===== config.mk =====
export PLATFORM = sky130hd
export DESIGN_NAME = rtc_irq_out
export DESIGN_NICKNAME = d
export VERILOG_FILES = /design/src/irq_out_pkg.sv /design/src/rtc_irq_out.sv
export SDC_FILE = /design/constraint.sdc
export NUM_CORES = 1
export LEC_CHECK = 0
export BUFFER_PORTS_ARGS = -buffer_cell sky130_fd_sc_hd__buf_2
export CORE_MARGIN = 2
export CORE_UTILIZATION = 56
export DETAILED_ROUTE_END_ITERATION = 8
export GPL_ROUTABILITY_DRIVEN = 0
export GPL_TIMING_DRIVEN = 1
export PLACE_DENSITY = 0.94
export SYNTH_ARGS = -nofsm -noshare
export SYNTH_HDL_FRONTEND = slang
export SYNTH_SLANG_ARGS = --single-unit
export TNS_END_PERCENT = 30

===== constraint.sdc =====
create_clock -name ref_clk -period 7.1 [get_ports ref_clk]
set_input_delay 0.355 -clock ref_clk [delete_from_list [all_inputs] [get_ports ref_clk]]
set_output_delay 0.355 -clock ref_clk [all_outputs]
set_load 0.05 [all_outputs]

===== src/irq_out_pkg.sv =====
// constants for the rtc interrupt output logic
package irq_out_pkg;

    // ------------------------------------------------------------
    // register map (byte offsets on the plain register port)
    // ------------------------------------------------------------
    localparam logic [7:0] CTRL_ADDR    = 8'h00;
    localparam logic [7:0] FLAGS_ADDR   = 8'h04;
    localparam logic [7:0] STATUS_ADDR  = 8'h08;
    localparam logic [7:0] CDVAL_ADDR   = 8'h0C;

    // ------------------------------------------------------------
    // control register fields
    // ------------------------------------------------------------
    localparam int CTL_FAST_TICK  = 0;
    localparam int CTL_SLOW_TICK  = 1;
    localparam int CTL_CD_IE      = 2;
    localparam int CTL_WD_LO      = 3;
    localparam int CTL_ALARM_IE   = 5;
    localparam int CTL_CAP_IE     = 6;
    localparam int CTL_SWO_IE     = 7;
    localparam int CTL_LOWBAT_IE  = 8;
    localparam int CTL_PULSE_SEL  = 9;
    localparam int CTL_CAP_ON_SWO = 10;
    localparam int CTL_CD_SRC_LO  = 11;
    localparam logic [12:0] CTRL_RESET = 13'h0000;

    // ------------------------------------------------------------
    // flag register fields (write one to clear; watchdog and low-battery are read only)
    // ------------------------------------------------------------
    localparam int FLG_TICK   = 0;
    localparam int FLG_CD     = 1;
    localparam int FLG_ALARM  = 2;
    localparam int FLG_CAP    = 3;
    localparam int FLG_SWO    = 5;
    localparam int FLG_WD     = 6;
    localparam int FLG_LOWBAT = 7;

    // ------------------------------------------------------------
    // countdown source clock select codes
    // ------------------------------------------------------------
    localparam logic [1:0] SRC_4096 = 2'h0;
    localparam logic [1:0] SRC_64   = 2'h1;
    localparam logic [1:0] SRC_1    = 2'h2;
    localparam logic [1:0] SRC_1_60 = 2'h3;

    // ------------------------------------------------------------
    // timing: 40 MHz clock, pulse widths in Hz (width = 1/x s)
    // ------------------------------------------------------------
    localparam int CLK_HZ       = 40000000;
    localparam int PW_64_HZ     = 64;
    localparam int PW_128_HZ    = 128;
    localparam int PW_4096_HZ   = 4096;
    localparam int PW_8192_HZ   = 8192;
    localparam int CYC_64       = CLK_HZ / PW_64_HZ;
    localparam int CYC_128      = CLK_HZ / PW_128_HZ;
    localparam int CYC_4096     = CLK_HZ / PW_4096_HZ;
    localparam int CYC_8192     = CLK_HZ / PW_8192_HZ;
    localparam int PW_W         = 20;

endpackage


===== src/rtc_irq_out.sv =====
// interrupt merge, pulse shaping and switch-over timestamp capture for the rtc
//
// Chosen here: the register addresses and the strobed register port.
`timescale 1ns/1ps
// ------------------------------------------------------------
// Notes on behaviour
// [RL1] capture-on-switchover off: switch-over leaves timestamp untouched.
// [RL2] capture on, flag clear: switch-over loads timestamp and sets switchover flag in the same cycle.
// [RL3] capture on, flag set: timestamp frozen, switch-over and tamper edges ignored.
// [RL4] request line active low open drain, released when all sources disabled.
// [RL5] pulse select affects tick and countdown only; others are levels.
// [RL6] tick, countdown, alarm, capture and switch-over flags cleared by write.
// [RL7] watchdog and low-battery flags read only; low-battery follows detector.
// [RL8] tick flag sets on minute with slow enable, on second with fast.
// [RL9] tick: pulse when pulse select is 1, level until cleared otherwise.
// [RL10] tick pulse lasts one sixty-fourth of a second.
// [RL11] countdown enable gates countdown; pulse per period or level on flag.
// [RL12] countdown pulse width set by source clock and loaded value.
// [RL13] loaded countdown value zero stops timer, no pulses.
// [RL14] clearing tick or countdown flag ends a running pulse at once.
// [RL15] watchdog control gates watchdog level, drops only when flag resets.
// [RL16] alarm enable: request follows alarm flag as level.
// [RL17] capture enable: request follows capture flags as level.
// [RL18] switch-over enable: request follows switch-over flag as level.
// [RL19] low-battery enable: request follows low-battery flag.
// [RL20] request is the OR of all enabled sources.
// ------------------------------------------------------------
module rtc_irq_out
    import irq_out_pkg::*;
(
    // clock and reset
    input  wire logic        ref_clk,
    input  wire logic        srst,
    // register port
    input  wire logic [7:0]  reg_addr,
    input  wire logic [15:0] reg_wdata,
    input  wire logic        reg_wr,
    input  wire logic        reg_rd,
    output logic      [15:0] reg_rdata,
    // time base events (one-cycle pulses; tamper and low-battery inputs are levels)
    input  wire logic        sec_inc,
    input  wire logic        min_inc,
    input  wire logic        cd_period,
    input  wire logic        alarm_event,
    input  wire logic        watchdog_expire,
    input  wire logic        watchdog_restart,
    input  wire logic        switchover_event,
    input  wire logic        tamper_in_n,
    input  wire logic        low_battery_detect,
    // current time and date
    input  wire logic [47:0] time_now,
    // captured timestamp
    output logic      [47:0] timestamp,
    // open-drain request line
    output logic             irq_out,
    output logic             irq_oe
);

    typedef struct packed {
        logic [12:0] ctrl;
        logic [7:0]  cd_value;
        logic        tick_flag;
        logic        countdown_flag;
        logic        alarm_flag;
        logic [1:0]  capture_flags;
        logic        switchover_flag;
        logic        watchdog_flag;
        logic        low_battery_flag;
        logic        tamper_d;
        logic        tick_pulse;
        logic [PW_W-1:0] tick_cnt;
        logic        cd_pulse;
        logic [PW_W-1:0] cd_cnt;
        logic [47:0] timestamp;
        logic [15:0] rdata;
        logic        irq_oe;
    } state_t;

    state_t s_r;
    state_t s_nxt;

    // pulse length in cycles for a countdown pulse
    function automatic logic [PW_W-1:0] cd_width(input logic [1:0] src, input logic [7:0] n);
        logic [PW_W-1:0] w;
        w = PW_W'(CYC_64);
        case (src)
            SRC_4096: w = (n == 8'h01) ? PW_W'(CYC_8192) : PW_W'(CYC_4096);
            SRC_64:   w = (n == 8'h01) ? PW_W'(CYC_128) : PW_W'(CYC_64);
            default:  w = PW_W'(CYC_64);
        endcase
        return w;
    endfunction

    logic tick_event;
    logic cd_event;
    logic tamper_fall;
    logic wr_ctrl;
    logic wr_flags;
    logic wr_cdval;
    logic [15:0] clr;
    logic tick_clr;
    logic cd_clr;
    logic tick_src;
    logic cd_src;
    logic wd_en;
    logic any_req;

    always_comb begin
        s_nxt = s_r;
        wr_ctrl  = reg_wr && (reg_addr == CTRL_ADDR);
        wr_flags = reg_wr && (reg_addr == FLAGS_ADDR);
        wr_cdval = reg_wr && (reg_addr == CDVAL_ADDR);
        clr = wr_flags ? reg_wdata : 16'h0000;
        tick_clr = clr[FLG_TICK];
        cd_clr   = clr[FLG_CD];

        // ------------------------------------------------------------
        // control and countdown value
        // ------------------------------------------------------------
        if (wr_ctrl) begin
            s_nxt.ctrl = reg_wdata[12:0];
        end
        if (wr_cdval) begin
            s_nxt.cd_value = reg_wdata[7:0];
        end

        // ------------------------------------------------------------
        // event sources
        // ------------------------------------------------------------
        tick_event = s_r.ctrl[CTL_FAST_TICK] ? sec_inc                 // RL8
                   : (s_r.ctrl[CTL_SLOW_TICK] && min_inc);            // RL8
        cd_event = cd_period && (s_r.cd_value != 8'h00);              // RL13
        s_nxt.tamper_d = tamper_in_n;
        tamper_fall = s_r.tamper_d && !tamper_in_n;

        // ------------------------------------------------------------
        // flags: set wins over clear
        // ------------------------------------------------------------
        if (tick_clr) s_nxt.tick_flag = 1'b0;                         // RL6
        if (tick_event) s_nxt.tick_flag = 1'b1;
        if (cd_clr) s_nxt.countdown_flag = 1'b0;                      // RL6
        if (cd_event) s_nxt.countdown_flag = 1'b1;
        if (clr[FLG_ALARM]) s_nxt.alarm_flag = 1'b0;                  // RL6
        if (alarm_event) s_nxt.alarm_flag = 1'b1;
        s_nxt.capture_flags = s_r.capture_flags & ~clr[FLG_CAP+1:FLG_CAP]; // RL6
        if (clr[FLG_SWO]) s_nxt.switchover_flag = 1'b0;               // RL6

        // read-only flags, no software clear path
        if (watchdog_restart) s_nxt.watchdog_flag = 1'b0;             // RL7
        if (watchdog_expire) s_nxt.watchdog_flag = 1'b1;              // RL7
        s_nxt.low_battery_flag = low_battery_detect;                  // RL7

        // ------------------------------------------------------------
        // switch-over and tamper timestamp capture
        // ------------------------------------------------------------
        if (s_r.ctrl[CTL_CAP_ON_SWO] && s_r.switchover_flag) begin
            // frozen until the switch-over flag is cleared             
        end else begin                                                // RL3
            if (switchover_event && s_r.ctrl[CTL_CAP_ON_SWO]) begin
                s_nxt.timestamp = time_now;                           // RL2
                s_nxt.switchover_flag = 1'b1;                         // RL2
                s_nxt.capture_flags[1] = 1'b1;
            end else if (tamper_fall) begin
                s_nxt.timestamp = time_now;
                s_nxt.capture_flags[0] = 1'b1;
            end
            if (switchover_event && !s_r.ctrl[CTL_CAP_ON_SWO]) begin
                s_nxt.switchover_flag = 1'b1;                         // RL1
            end
        end

        // ------------------------------------------------------------
        // pulse generators
        // ------------------------------------------------------------
        if (s_r.tick_pulse) begin
            if (s_r.tick_cnt <= PW_W'(1) || tick_clr) begin           // RL14
                s_nxt.tick_pulse = 1'b0;
                s_nxt.tick_cnt = '0;
            end else begin
                s_nxt.tick_cnt = s_r.tick_cnt - PW_W'(1);
            end
        end
        if (tick_event) begin
            s_nxt.tick_pulse = 1'b1;
            s_nxt.tick_cnt = PW_W'(CYC_64);                           // RL10
        end
        if (s_r.cd_pulse) begin
            if (s_r.cd_cnt <= PW_W'(1) || cd_clr) begin               // RL14
                s_nxt.cd_pulse = 1'b0;
                s_nxt.cd_cnt = '0;
            end else begin
                s_nxt.cd_cnt = s_r.cd_cnt - PW_W'(1);
            end
        end
        if (cd_event) begin
            s_nxt.cd_pulse = 1'b1;
            s_nxt.cd_cnt = cd_width(s_r.ctrl[CTL_CD_SRC_LO+:2], s_r.cd_value); // RL12
        end

        // ------------------------------------------------------------
        // request merge onto the open-drain line
        // ------------------------------------------------------------
        tick_src = (s_r.ctrl[CTL_FAST_TICK] || s_r.ctrl[CTL_SLOW_TICK]) // RL4
                 && (s_r.ctrl[CTL_PULSE_SEL] ? s_nxt.tick_pulse       // RL9
                 : s_nxt.tick_flag);                                  // RL5
        cd_src = s_r.ctrl[CTL_CD_IE]                                  // RL11
               && (s_r.ctrl[CTL_PULSE_SEL] ? s_nxt.cd_pulse : s_nxt.countdown_flag);
        wd_en = s_r.ctrl[CTL_WD_LO+:2] != 2'h0;
        any_req = tick_src || cd_src                                  // RL20
                || (wd_en && s_nxt.watchdog_flag)                     // RL15
                || (s_r.ctrl[CTL_ALARM_IE] && s_nxt.alarm_flag)       // RL16
                || (s_r.ctrl[CTL_CAP_IE] && (s_nxt.capture_flags != 2'h0)) // RL17
                || (s_r.ctrl[CTL_SWO_IE] && s_nxt.switchover_flag)    // RL18
                || (s_r.ctrl[CTL_LOWBAT_IE] && s_nxt.low_battery_flag); // RL19
        s_nxt.irq_oe = any_req;                                       // RL4

        // ------------------------------------------------------------
        // read data, valid the cycle after the strobe
        // ------------------------------------------------------------
        s_nxt.rdata = 16'h0000;
        if (reg_rd) begin
            case (reg_addr)
                CTRL_ADDR:   s_nxt.rdata = {3'h0, s_r.ctrl};
                FLAGS_ADDR:  s_nxt.rdata = {8'h00, s_r.low_battery_flag, s_r.watchdog_flag,
                                            s_r.switchover_flag, s_r.capture_flags,
                                            s_r.alarm_flag, s_r.countdown_flag,
                                            s_r.tick_flag};
                STATUS_ADDR: s_nxt.rdata = {14'h0000, s_r.cd_pulse, s_r.tick_pulse};
                CDVAL_ADDR:  s_nxt.rdata = {8'h00, s_r.cd_value};
                default:     s_nxt.rdata = 16'h0000;
            endcase
        end
    end

    always_ff @(posedge ref_clk) begin
        if (srst) begin
            s_r <= '0;
            s_r.ctrl <= CTRL_RESET;
            s_r.tamper_d <= 1'b1;
        end else begin
            s_r <= s_nxt;
        end
    end

    assign reg_rdata = s_r.rdata;
    assign timestamp = s_r.timestamp;
    assign irq_out   = 1'b0;
    assign irq_oe    = s_r.irq_oe;

endmodule


# == Word level (Yosys, flattened, before mapping) ==
# Index checks and enable logic that the tools add are counted.
# classes
mux,33
addsub,2
magnitude_cmp,2
n_reduce_logical,38
bitwise_logic,4
eq_ne,5
# op_table
operator,count
48-bit 2-to-1 mux,2
21-bit 2-to-1 mux,4
20-bit 2-to-1 mux,3
13-bit one-hot mux with 4 select lines,1
"20-bit by 1-bit <= comparator with 1-bit output, second input constant",2
20-bit one-hot mux with 2 select lines,1
"20-bit by 1-bit subtractor with 20-bit output, second input constant",2
1-bit 2-to-1 mux,19
"8-bit by 4-bit == test with 1-bit output, second input constant",2
1-bit logical AND,16
14-bit 2-to-1 mux,1
2-bit nonzero test,5
1-bit logical OR,9
"8-bit by 1-bit == test with 1-bit output, second input constant",1
"8-bit by 3-bit == test with 1-bit output, second input constant",1
8-bit zero test,1
8-bit nonzero test,1
6-bit 2-to-1 mux,1
2-bit OR reduction,2
3-bit 2-to-1 mux,1
2-bit AND,1
"2-bit by 1-bit == test with 1-bit output, second input constant",1
1-bit zero test,2
2-bit zero test,1
other kinds (3),4
# totals
elab_cells,102
register_bits,137

# == Longest topological paths before layout ==
# Gate-level depths: netlist of run 1.
# depth
ltp_word,15
mapped_depth,9

# == Least setup slack after synthesis of run 1 ==
# Ideal clock, no wire load.
# synth_timing
kind,reg-to-reg
from,register s_r[75] (netlist bit)
to,register s_r[77] (netlist bit)
setup_ns,0.128
setup_slack_ns,4.667
required_time_ns,6.972
arrival_ns,2.305
stages_incl_launch_ff,9
cell_sequence,dfxtp_1 or4_4 or3_1 buf_6 o41ai_4 nor2_2 buf_6 a221oi_2 nor2_1
# synth_between
elab_chain_cells,5
# synth_rtl
item,line_no,source
"start, declared",rtc_irq_out.sv:79,state_t s_r;
"start signal, assigned",rtc_irq_out.sv:241,s_r <= s_nxt;
20-bit by 1-bit <= comparator with 1-bit output,rtc_irq_out.sv:188,if (s_r.cd_cnt <= PW_W'(1) || cd_clr) begin
1-bit logical OR,rtc_irq_out.sv:188,
20-bit 2-to-1 mux (*),rtc_irq_out.sv:188,
21-bit 2-to-1 mux (*),rtc_irq_out.sv:187,if (s_r.cd_pulse) begin
21-bit 2-to-1 mux (*),rtc_irq_out.sv:195,if (cd_event) begin
# Every way passes the cells marked *; elsewhere a longest branch is shown, timed or not. The select of a mux whose other input is x is not followed.
# A chain may end at the register's enable or synchronous reset.

# == Worst setup path in the final report of run 1 ==
# layout_timing
from,register s_r[120] (netlist bit)
to,register s_r[73] (netlist bit)
# layout_between
elab_chain_cells,4
# layout_rtl
item,line_no,source
8-bit by 1-bit == test with 1-bit output,"rtc_irq_out.sv:87, rtc_irq_out.sv:88",
20-bit 2-to-1 mux / 14-bit 2-to-1 mux (equally long branches),"rtc_irq_out.sv:88, rtc_irq_out.sv:87",
20-bit one-hot mux with 2 select lines,rtc_irq_out.sv:86,case (src)
21-bit 2-to-1 mux,rtc_irq_out.sv:195,
# Several ways; a longest one is shown, not always the timed one.

==> results of run 1 <==
==> report_power, final <==
part	internal [mW]	leakage, nW	switching [mW]
clock	0.621	0.303	0.326
sequential	0.770	1.09	0.00955
combinational	0.0464	1.60	0.118
==> worst min path at each step <==
| stage | slack (ns) | cells past startpoint | from | endpoint |
|---|---|---|---|---|
| 3_3_place_gp | 0.44 | 2 | timestamp[31] | timestamp[31] |
| 2_1_floorplan | 0.44 | 2 | timestamp[0] | timestamp[0] |
| 6_report | 0.15 | 2 | tamper_in_n | s_r[107] |
| 3_5_place_dp | 0.44 | 2 | timestamp[20] | timestamp[20] |
| 5_1_grt | 0.15 | 2 | tamper_in_n | s_r[107] |
| 4_1_cts | 0.14 | 2 | tamper_in_n | s_r[107] |
==> logic make-up after synthesis <==
kind of cell	after synthesis	share of synthesized area, %
flops	134	42.5
mux	9	1.85
compound gates	185	18.1
fa+ha+maj	4	0.794
xor+xnor	6	0.833
simple gates	351	24.8
other cells	1	0.0595
buf+inv	117	11.1
==> flip-flops by register name, indices dropped and copies added, names as in the netlist <==
register	count
irq_oe	1
reg_rdata	13
s_r	72
timestamp	48
==> final cells by class <==
type | instances | area share, %
Multi-Input combinational cell | 559 | 40.6
Sequential cell | 134 | 37.1
Timing Repair Buffer | 149 | 10.6
Clock buffer | 19 | 5.99
Clock inverter | 13 | 2.84
Tap cell | 140 | 2.42
Inverter | 9 | 0.467
==> layout by cell type, fill, tap and decap left out, types with 4 or more instances in the layout <==
| master | synthesis | final |
|---|---|---|
| a211oi_1 | 5 | 5 |
| a21oi_1 | 101 | 101 |
| a221oi_1 | 4 | 4 |
| a311oi_1 | 10 | 10 |
| a31oi_1 | 14 | 14 |
| and2_1 | 8 | 8 |
| buf_2 | 0 | 142 |
| buf_4 | 65 | 7 |
| bufinv_16 | 0 | 5 |
| clkbuf_16 | 0 | 17 |
| conb_1 | 1 | 4 |
| dfxtp_1 | 134 | 134 |
| ha_1 | 4 | 4 |
| inv_1 | 8 | 8 |
| mux2i_1 | 6 | 6 |
| nand2_1 | 191 | 191 |
| nand2b_1 | 4 | 4 |
| nand3_1 | 11 | 11 |
| nand4_1 | 5 | 5 |
| nor2_1 | 58 | 58 |
| nor2b_1 | 5 | 5 |
| nor3_1 | 24 | 24 |
| nor4_1 | 15 | 15 |
| o21ai_0 | 17 | 17 |
| o21ai_1 | 4 | 4 |
| o311ai_0 | 6 | 6 |
| or2_2 | 5 | 5 |
| or3_1 | 5 | 5 |
| or4_1 | 4 | 4 |
| xor2_1 | 5 | 5 |
==> synthesized netlist by cell type (4+ instances only) <==
cell	instances	share of area [%]
nor4_1	15	1.5
buf_1	4	0.24
clkbuf_1	37	2.2
a311oi_1	10	1.4
nand4_1	5	0.50
o311ai_0	6	0.83
nor2_1	58	3.5
nor2b_1	5	0.50
nand2b_1	4	0.40
buf_4	65	7.7
and2_1	8	0.79
or3_1	5	0.50
nor3_1	24	1.9
inv_1	8	0.48
ha_1	4	0.79
a211oi_1	5	0.60
nand3_1	11	0.87
a21oi_1	101	8.0
o21ai_0	17	1.3
a221oi_1	4	0.56
mux2i_1	6	0.95
nand2_1	191	11
a31oi_1	14	1.4
or4_1	4	0.48
dfxtp_1	134	43
xor2_1	5	0.69
or2_2	5	0.50
o21ai_1	4	0.32
==> per-layer routing <==
layer | vias to the layer above | global-route usage [%] | wire [um] | part of all wire, %
met5 | - | 0 | 11 | 0.070
met4 | 2 | 12.5 | 436 | 2.8
met3 | 53 | 7.58 | 1440 | 9.1
met2 | 311 | 41.3 | 7610 | 48
met1 | 2745 | 31.4 | 6290 | 40
li1 | 2862 | - | - | -
==> metrics by stage <==
stage	instances	worst slack [ns]	total power [mW]	util, %	area, um2
after floorplan	810	4.67	0.929	-	6320
after global placement	991	3.95	0.955	60.3	6590
after detailed placement	991	3.89	0.959	60.3	6590
after CTS	1023	3.87	1.90	66.1	7230
after global routing	1023	3.48	1.95	66.1	7230
final	1023	3.77	1.89	66.1	7230
==> results.md, run 1 <==
- Critical Path AT: roughly 3.7 ns
- FF+latch count, synth: between 100 and 150
- HP Class: primary input to flip-flop
- Largest net degree at the start of global routing: around 110
- Unrepaired setup endpoints after global routing: no
- Worst endpoint required time: between 7 and 8 ns
- Worst r2r src: s_r[120]
- Fin. max-slew vios: 0
- GRT overflow: 0
- FFs w/ async S/R, synth: 0%
- Worst skew pair latency: approximately 0.42 ns
- Worst-path fanout max: 15
- Worst Tran Pin Value: between 1 and 1.5 ns
- Period Utilization, post-route: 46.9%
- P per Cell Area: approximately 260 mW/mm2
- Post-synth EDFFs: 0
- Vias/cell: ~6
- Die area: between 0.01 and 0.015 mm2
- Drt total wl: around 16 mm
- Root Buffer: clkbuf_16
- Area Overhead vs Synth: 14.6%
- Syn Area/Cell: around 7.8 um2
- F_max: around 300 MHz
- Sequential area share after synthesis: ~43%
- Footprint of the multi-input gates: approximately 0.0029 mm2
- Syn Inst Count: between 800 and 900
- Residual DRC: 0
- GR Util All Layers: between 20% and 30%
- R2r endpoint: s_r[73]
- Initial antenna violation count: 1
- DPL Wire Length: approximately 10 mm
- Worst r2r path cells: 6
- ANT nets after route: 0
- Post-synthesis cell area: 0.00631 mm2
- Crit path launch: s_r[120]
- Clock slew at reported path FFs: ~0.060 ns
- Clock Skew: 0.00702 ns
- IO Pins: about 150
- Min Clock Period, post-route: 3.33 ns
- Maxcap violations: 0
- Main synth FF type: dfxtp_1
- Slowest-stage cell, CP: o21ai_0
- CTS buffer count: 17
- Status: finished clean
- Slew headroom: between 10% and 20%
- Row cnt: 38
- Post-CTS sizing: 0
- Worst path bufs/invs: 0
- Critical path class: flip-flop to flip-flop
- Total core area: 0.0109 mm2
- Final Setup Violations: 0
- Port Buffers: between 100 and 150
- CTS sink count: ~130
- TritonCTS clock tree: done
- Post-layout nets: ~960
- Die X: ~110 um
- Clock buffer depth: 2
- Slowest stage delay, CP: 0.86 ns
- Critical path depth: 6
- Via Count: between 5k and 6k
- # diodes: 0
- Leak: approximately 3.0 nW
- Setup TNS: 0 ns
- Final Hold Violating Endpoints: 0
- Vias in the first global route: approximately 5.3k
- DIE HEIGHT: 110 um
- Wirelength per Cell: about 15 um
- DR iter-0 viols: ~700
- TritonRoute pass-1 iters: 5
- Critical path's top delay family: simple AND/OR/NAND/NOR gates
- Initial Util: 57.7%
- Crit path launch type: flip-flop
- Post-CTS Hold Buffers: 0
- FF/Latch Area: 0.00268 mm2
- Share of cells above drive strength 1: a little over a fifth
- Reg-to-reg slack, setup: roughly 3.8 ns
- Worst Setup End Kind: flip-flop
- Filler cells: between 800 and 900
- WHS: ~0.15 ns
- Synth cell types: 59
- Ys Warns: 0
- Post-CTS setup buffer count: 0
- H-tree depth: 4
- Critical-path cell list: or4_1, o21ai_0, nand2_1, nor2_2, a22oi_1, nor4_1
- First-pass GRT wire length: 24.5 mm
- Worst Setup EP: s_r[73]
- Maximum vdd drop: 0.229 mV
No activity file was read; power rests on OpenSTA's default activity.
==> run 2: changes to the inputs <==
ABC_AREA = 1   (was unset)
CORE_UTILIZATION = 49   (was 56)
PLACE_DENSITY = 0.88   (was 0.94)
clock period = 2.85 ns   (was 7.1 ns; I/O delays follow)
==> results.md, run 2 <==
- Status: finished, violations left
- Failing checks: negative hold slack
- Filler cells: 975 (+8.8%)
- Slew headroom: 53.7% (+34 points)
- Setup TNS: 0 ns (unchanged)
- Leak: 3.72 nW (+25%)
- Final Hold Violating Endpoints: 1 (+1)
- DR iter-0 viols: 744 (+6.0%)
- Share of cells above drive strength 1: 19.7% (-2.3 points)
- Vias in the first global route: 6,416 (+21%)
- # diodes: 0 (unchanged)
- Reg with most FFs: s_r
- Setup WS post-layout: 0.844 ns (-2.92 ns)
- R2r endpoint: s_r[67]
- Most common cell in the netlist: nor2_1
- Worst-path fanout max: 13 (-2)
- Critical path class: flip-flop to flip-flop
- Highest-count cells in the layout ignoring fill and taps: nor2_1 (184), buf_2 (143), dfxtp_1 (134)
- HP Class: primary input to flip-flop
- Commonest cells in the netlist: nor2_1 (184), dfxtp_1 (134), nand2_1 (117), o21ai_0 (87), inv_1 (82)
- Worst r2r src: s_r[65]
- GRT overflow: 0 (unchanged)
- Reg-to-reg slack, setup: 0.84 ns (-2.92 ns)
- TritonRoute pass-1 iters: 6 (+1)
- HP Start: time_now[1]
- Hold EP: timestamp[1]
- Clock buffer depth: 2 (unchanged)
- Final Setup Violations: 0 (unchanged)
- Root Buffer: clkbuf_16
- Hold Crit Depth: 3 (+1)
- Via Count: 6,673 (+12%)
- Unrepaired setup endpoints after global routing: no
- IO Pins: 151 (unchanged)
- FF+latch count, synth: 134 (unchanged)
- Syn Inst Count: 906 (+12%)
- Synth cell types: 42 (-29%)
- Initial Util: 49.8% (-7.9 points)
- Clock Skew: 0.00948 ns (+0.00246 ns)
- Die area: 0.0142 mm2 (+17%)
- TritonCTS clock tree: done
- Post-CTS Hold Buffers: 48 (+48)
- Crit path launch: s_r[65]
- P per Cell Area: 596 mW/mm2 (+130%)
- CTS sink count: 134 (unchanged)
- Initial antenna violation count: 0 (-1)
- Area Overhead vs Synth: 21.8%
- Post-layout nets: 1,118 (+17%)
- Residual DRC: 0 (unchanged)
- Post-CTS sizing: 0 (unchanged)
- Drt total wl: 18.9 mm (+20%)
- Period Utilization, post-route: 70.4% (+23 points)
- Top cell type's share of synthesized area: 41.2% (-1.3 points)
- Post-CTS setup buffer count: 0 (unchanged)
- First-pass GRT wire length: 29.7 mm (+21%)
- WHS: -0.0185 ns (-0.171 ns)
- Largest net degree at the start of global routing: 80 (-24%)
- Worst r2r path cells: 9 (+3)
- DIE HEIGHT: 119 um (+8.3%)
- Commonest non-fill, non-tap cell in the layout: nor2_1
- Port Buffers: 143 (unchanged)
- Vias/cell: 5.48 (-6.2%)
- Row cnt: 42 (+11%)
- Post-synthesis cell area: 0.00651 mm2 (+3.2%)
- Worst skew pair latency: 0.42 ns (about the same)
- Clock slew at reported path FFs: 0.06 ns (about the same)
- Worst endpoint required time: 3.19 ns (-4.23 ns)
- Largest area contributor in the netlist: dfxtp_1
- Dpl ws: 0.787 ns (-3.10 ns)
- Critical Path AT: 2.35 ns (-1.30 ns)
- Largest register FFs: 72 (unchanged)
- FF/Latch Area: 0.00268 mm2 (unchanged)
- GR Util All Layers: 25.8% (+0.17 points)
- Post-synth EDFFs: 0 (unchanged)
- Wirelength per Cell: 15.5 um (+0.74%)
- Worst Setup End Kind: flip-flop
- Footprint of the multi-input gates: 0.00288 mm2 (-1.8%)
- DPL Wire Length: 11.0 mm (+6.6%)
- Main synth FF type: dfxtp_1
- Syn Area/Cell: 7.19 um2 (-8.0%)
- Min Clock Period, post-route: 2.01 ns (-1.33 ns)
- Maximum vdd drop: 0.414 mV (+81%)
- Crit path launch type: flip-flop
- ANT nets after route: 0 (unchanged)
- FFs w/ async S/R, synth: 0% (unchanged)
- Fin. max-slew vios: 0 (unchanged)
- CTS buffer count: 17 (unchanged)
- Maxcap violations: 0 (unchanged)
- Worst Tran Pin Value: 0.695 ns (-0.505 ns)
- H-tree depth: 4 (unchanged)
- Total core area: 0.0131 mm2 (+20%)
- Die X: 119 um (+8.3%)
- Synth area leaders: dfxtp_1 (41%), nor2_1 (11%), buf_4 (7.8%)
- Ys Warns: 0 (unchanged)
- Sequential area share after synthesis: 41.2% (-1.3 points)
- F_max: 498 MHz (+66%)
[run 2: cell count changes in the layout (fill, tap and decap cells not counted), sizes merged, moves of 10 or more]
| cell | previous run | this run |
|---|---|---|
| dlygate4sd3 | 0 | 49 |
| nor3 | 24 | 13 |
| a31oi | 14 | 3 |
| inv | 8 | 87 |
| nand2 | 191 | 119 |
| a21oi | 101 | 64 |
| nor4 | 15 | 2 |
| nand3 | 11 | 33 |
| nor2 | 59 | 193 |
| a311oi | 10 | 0 |
| o21ai | 21 | 96 |
| xor2 | 5 | 16 |
[run 2: cells by family (layout without fill, tap and decap cells)]
| family | after synthesis | count (layout) | share of synthesized area (%) |
|---|---|---|---|
| buffers and inverters | 181 | 314 | 14.7 |
| and+or+nand+nor | 377 | 377 | 24.8 |
| xor gates and xnor gates | 25 | 25 | 3.36 |
| other | 1 | 4 | 0.0576 |
| DFF | 134 | 134 | 41.2 |
| AOI/OAI and AO/OA | 184 | 184 | 15.1 |
| adders and majority gates | 4 | 4 | 0.769 |
[run 2: report_power, final]
part | total, mW | switching, mW | internal [mW]
clock network | 2.11 | 0.896 | 1.22
registers | 1.97 | 0.0365 | 1.94
logic | 0.637 | 0.437 | 0.200
total | 4.72 | 1.37 | 3.35
[run 2: final cells by class]
cell class	count	share of cell area [%]
multi-input combinational	594	36.4
sequential	134	33.8
timing repair buffer	199	15.9
clock buffer	17	5.37
inverter	83	3.93
tap	176	2.78
clock inverter	15	1.83
[run 2: worst max path at each step]
| stage | to | cells after the start |
|---|---|---|
| floorplan | s_r[101] | 10 |
| global placement | s_r[133] | 9 |
| detailed placement | s_r[136] | 9 |
| CTS | s_r[67] | 9 |
| global route | s_r[67] | 9 |
| finish | s_r[67] | 9 |
[run 2: through the flow]
stage	cells	utilization (%)	area (um2)	total power [mW]	hold WS (ns)
after floorplan	909	-	6520	2.48	0.235
after global placement	1137	52.5	6870	2.55	0.333
after detailed placement	1137	52.5	6870	2.56	0.335
after CTS	1217	60.5	7920	4.68	0.00142
after global routing	1218	60.6	7930	4.85	0.0142
final	1218	60.6	7930	4.72	-0.0185
[run 2: critical path, cell delays in order, from the launching register on]
cell     delay [ns]
dfxtp_1        0.35
inv_1          0.09
ha_1           0.24
nand2_2        0.13
nor2_2         0.08
o21ai_2        0.18
nand3_2        0.21
nor2_4         0.34
o21ai_0        0.15
a21oi_1        0.16
[run 2: routing by layer]
layer | track usage, % | part of all wire, % | up-vias
li1 | - | - | 3111
met1 | 27.9 | 37 | 3084
met2 | 46.0 | 50 | 379
met3 | 6.51 | 7.5 | 99
met4 | 14.1 | 5.1 | 0
met5 | 0 | 0 | -
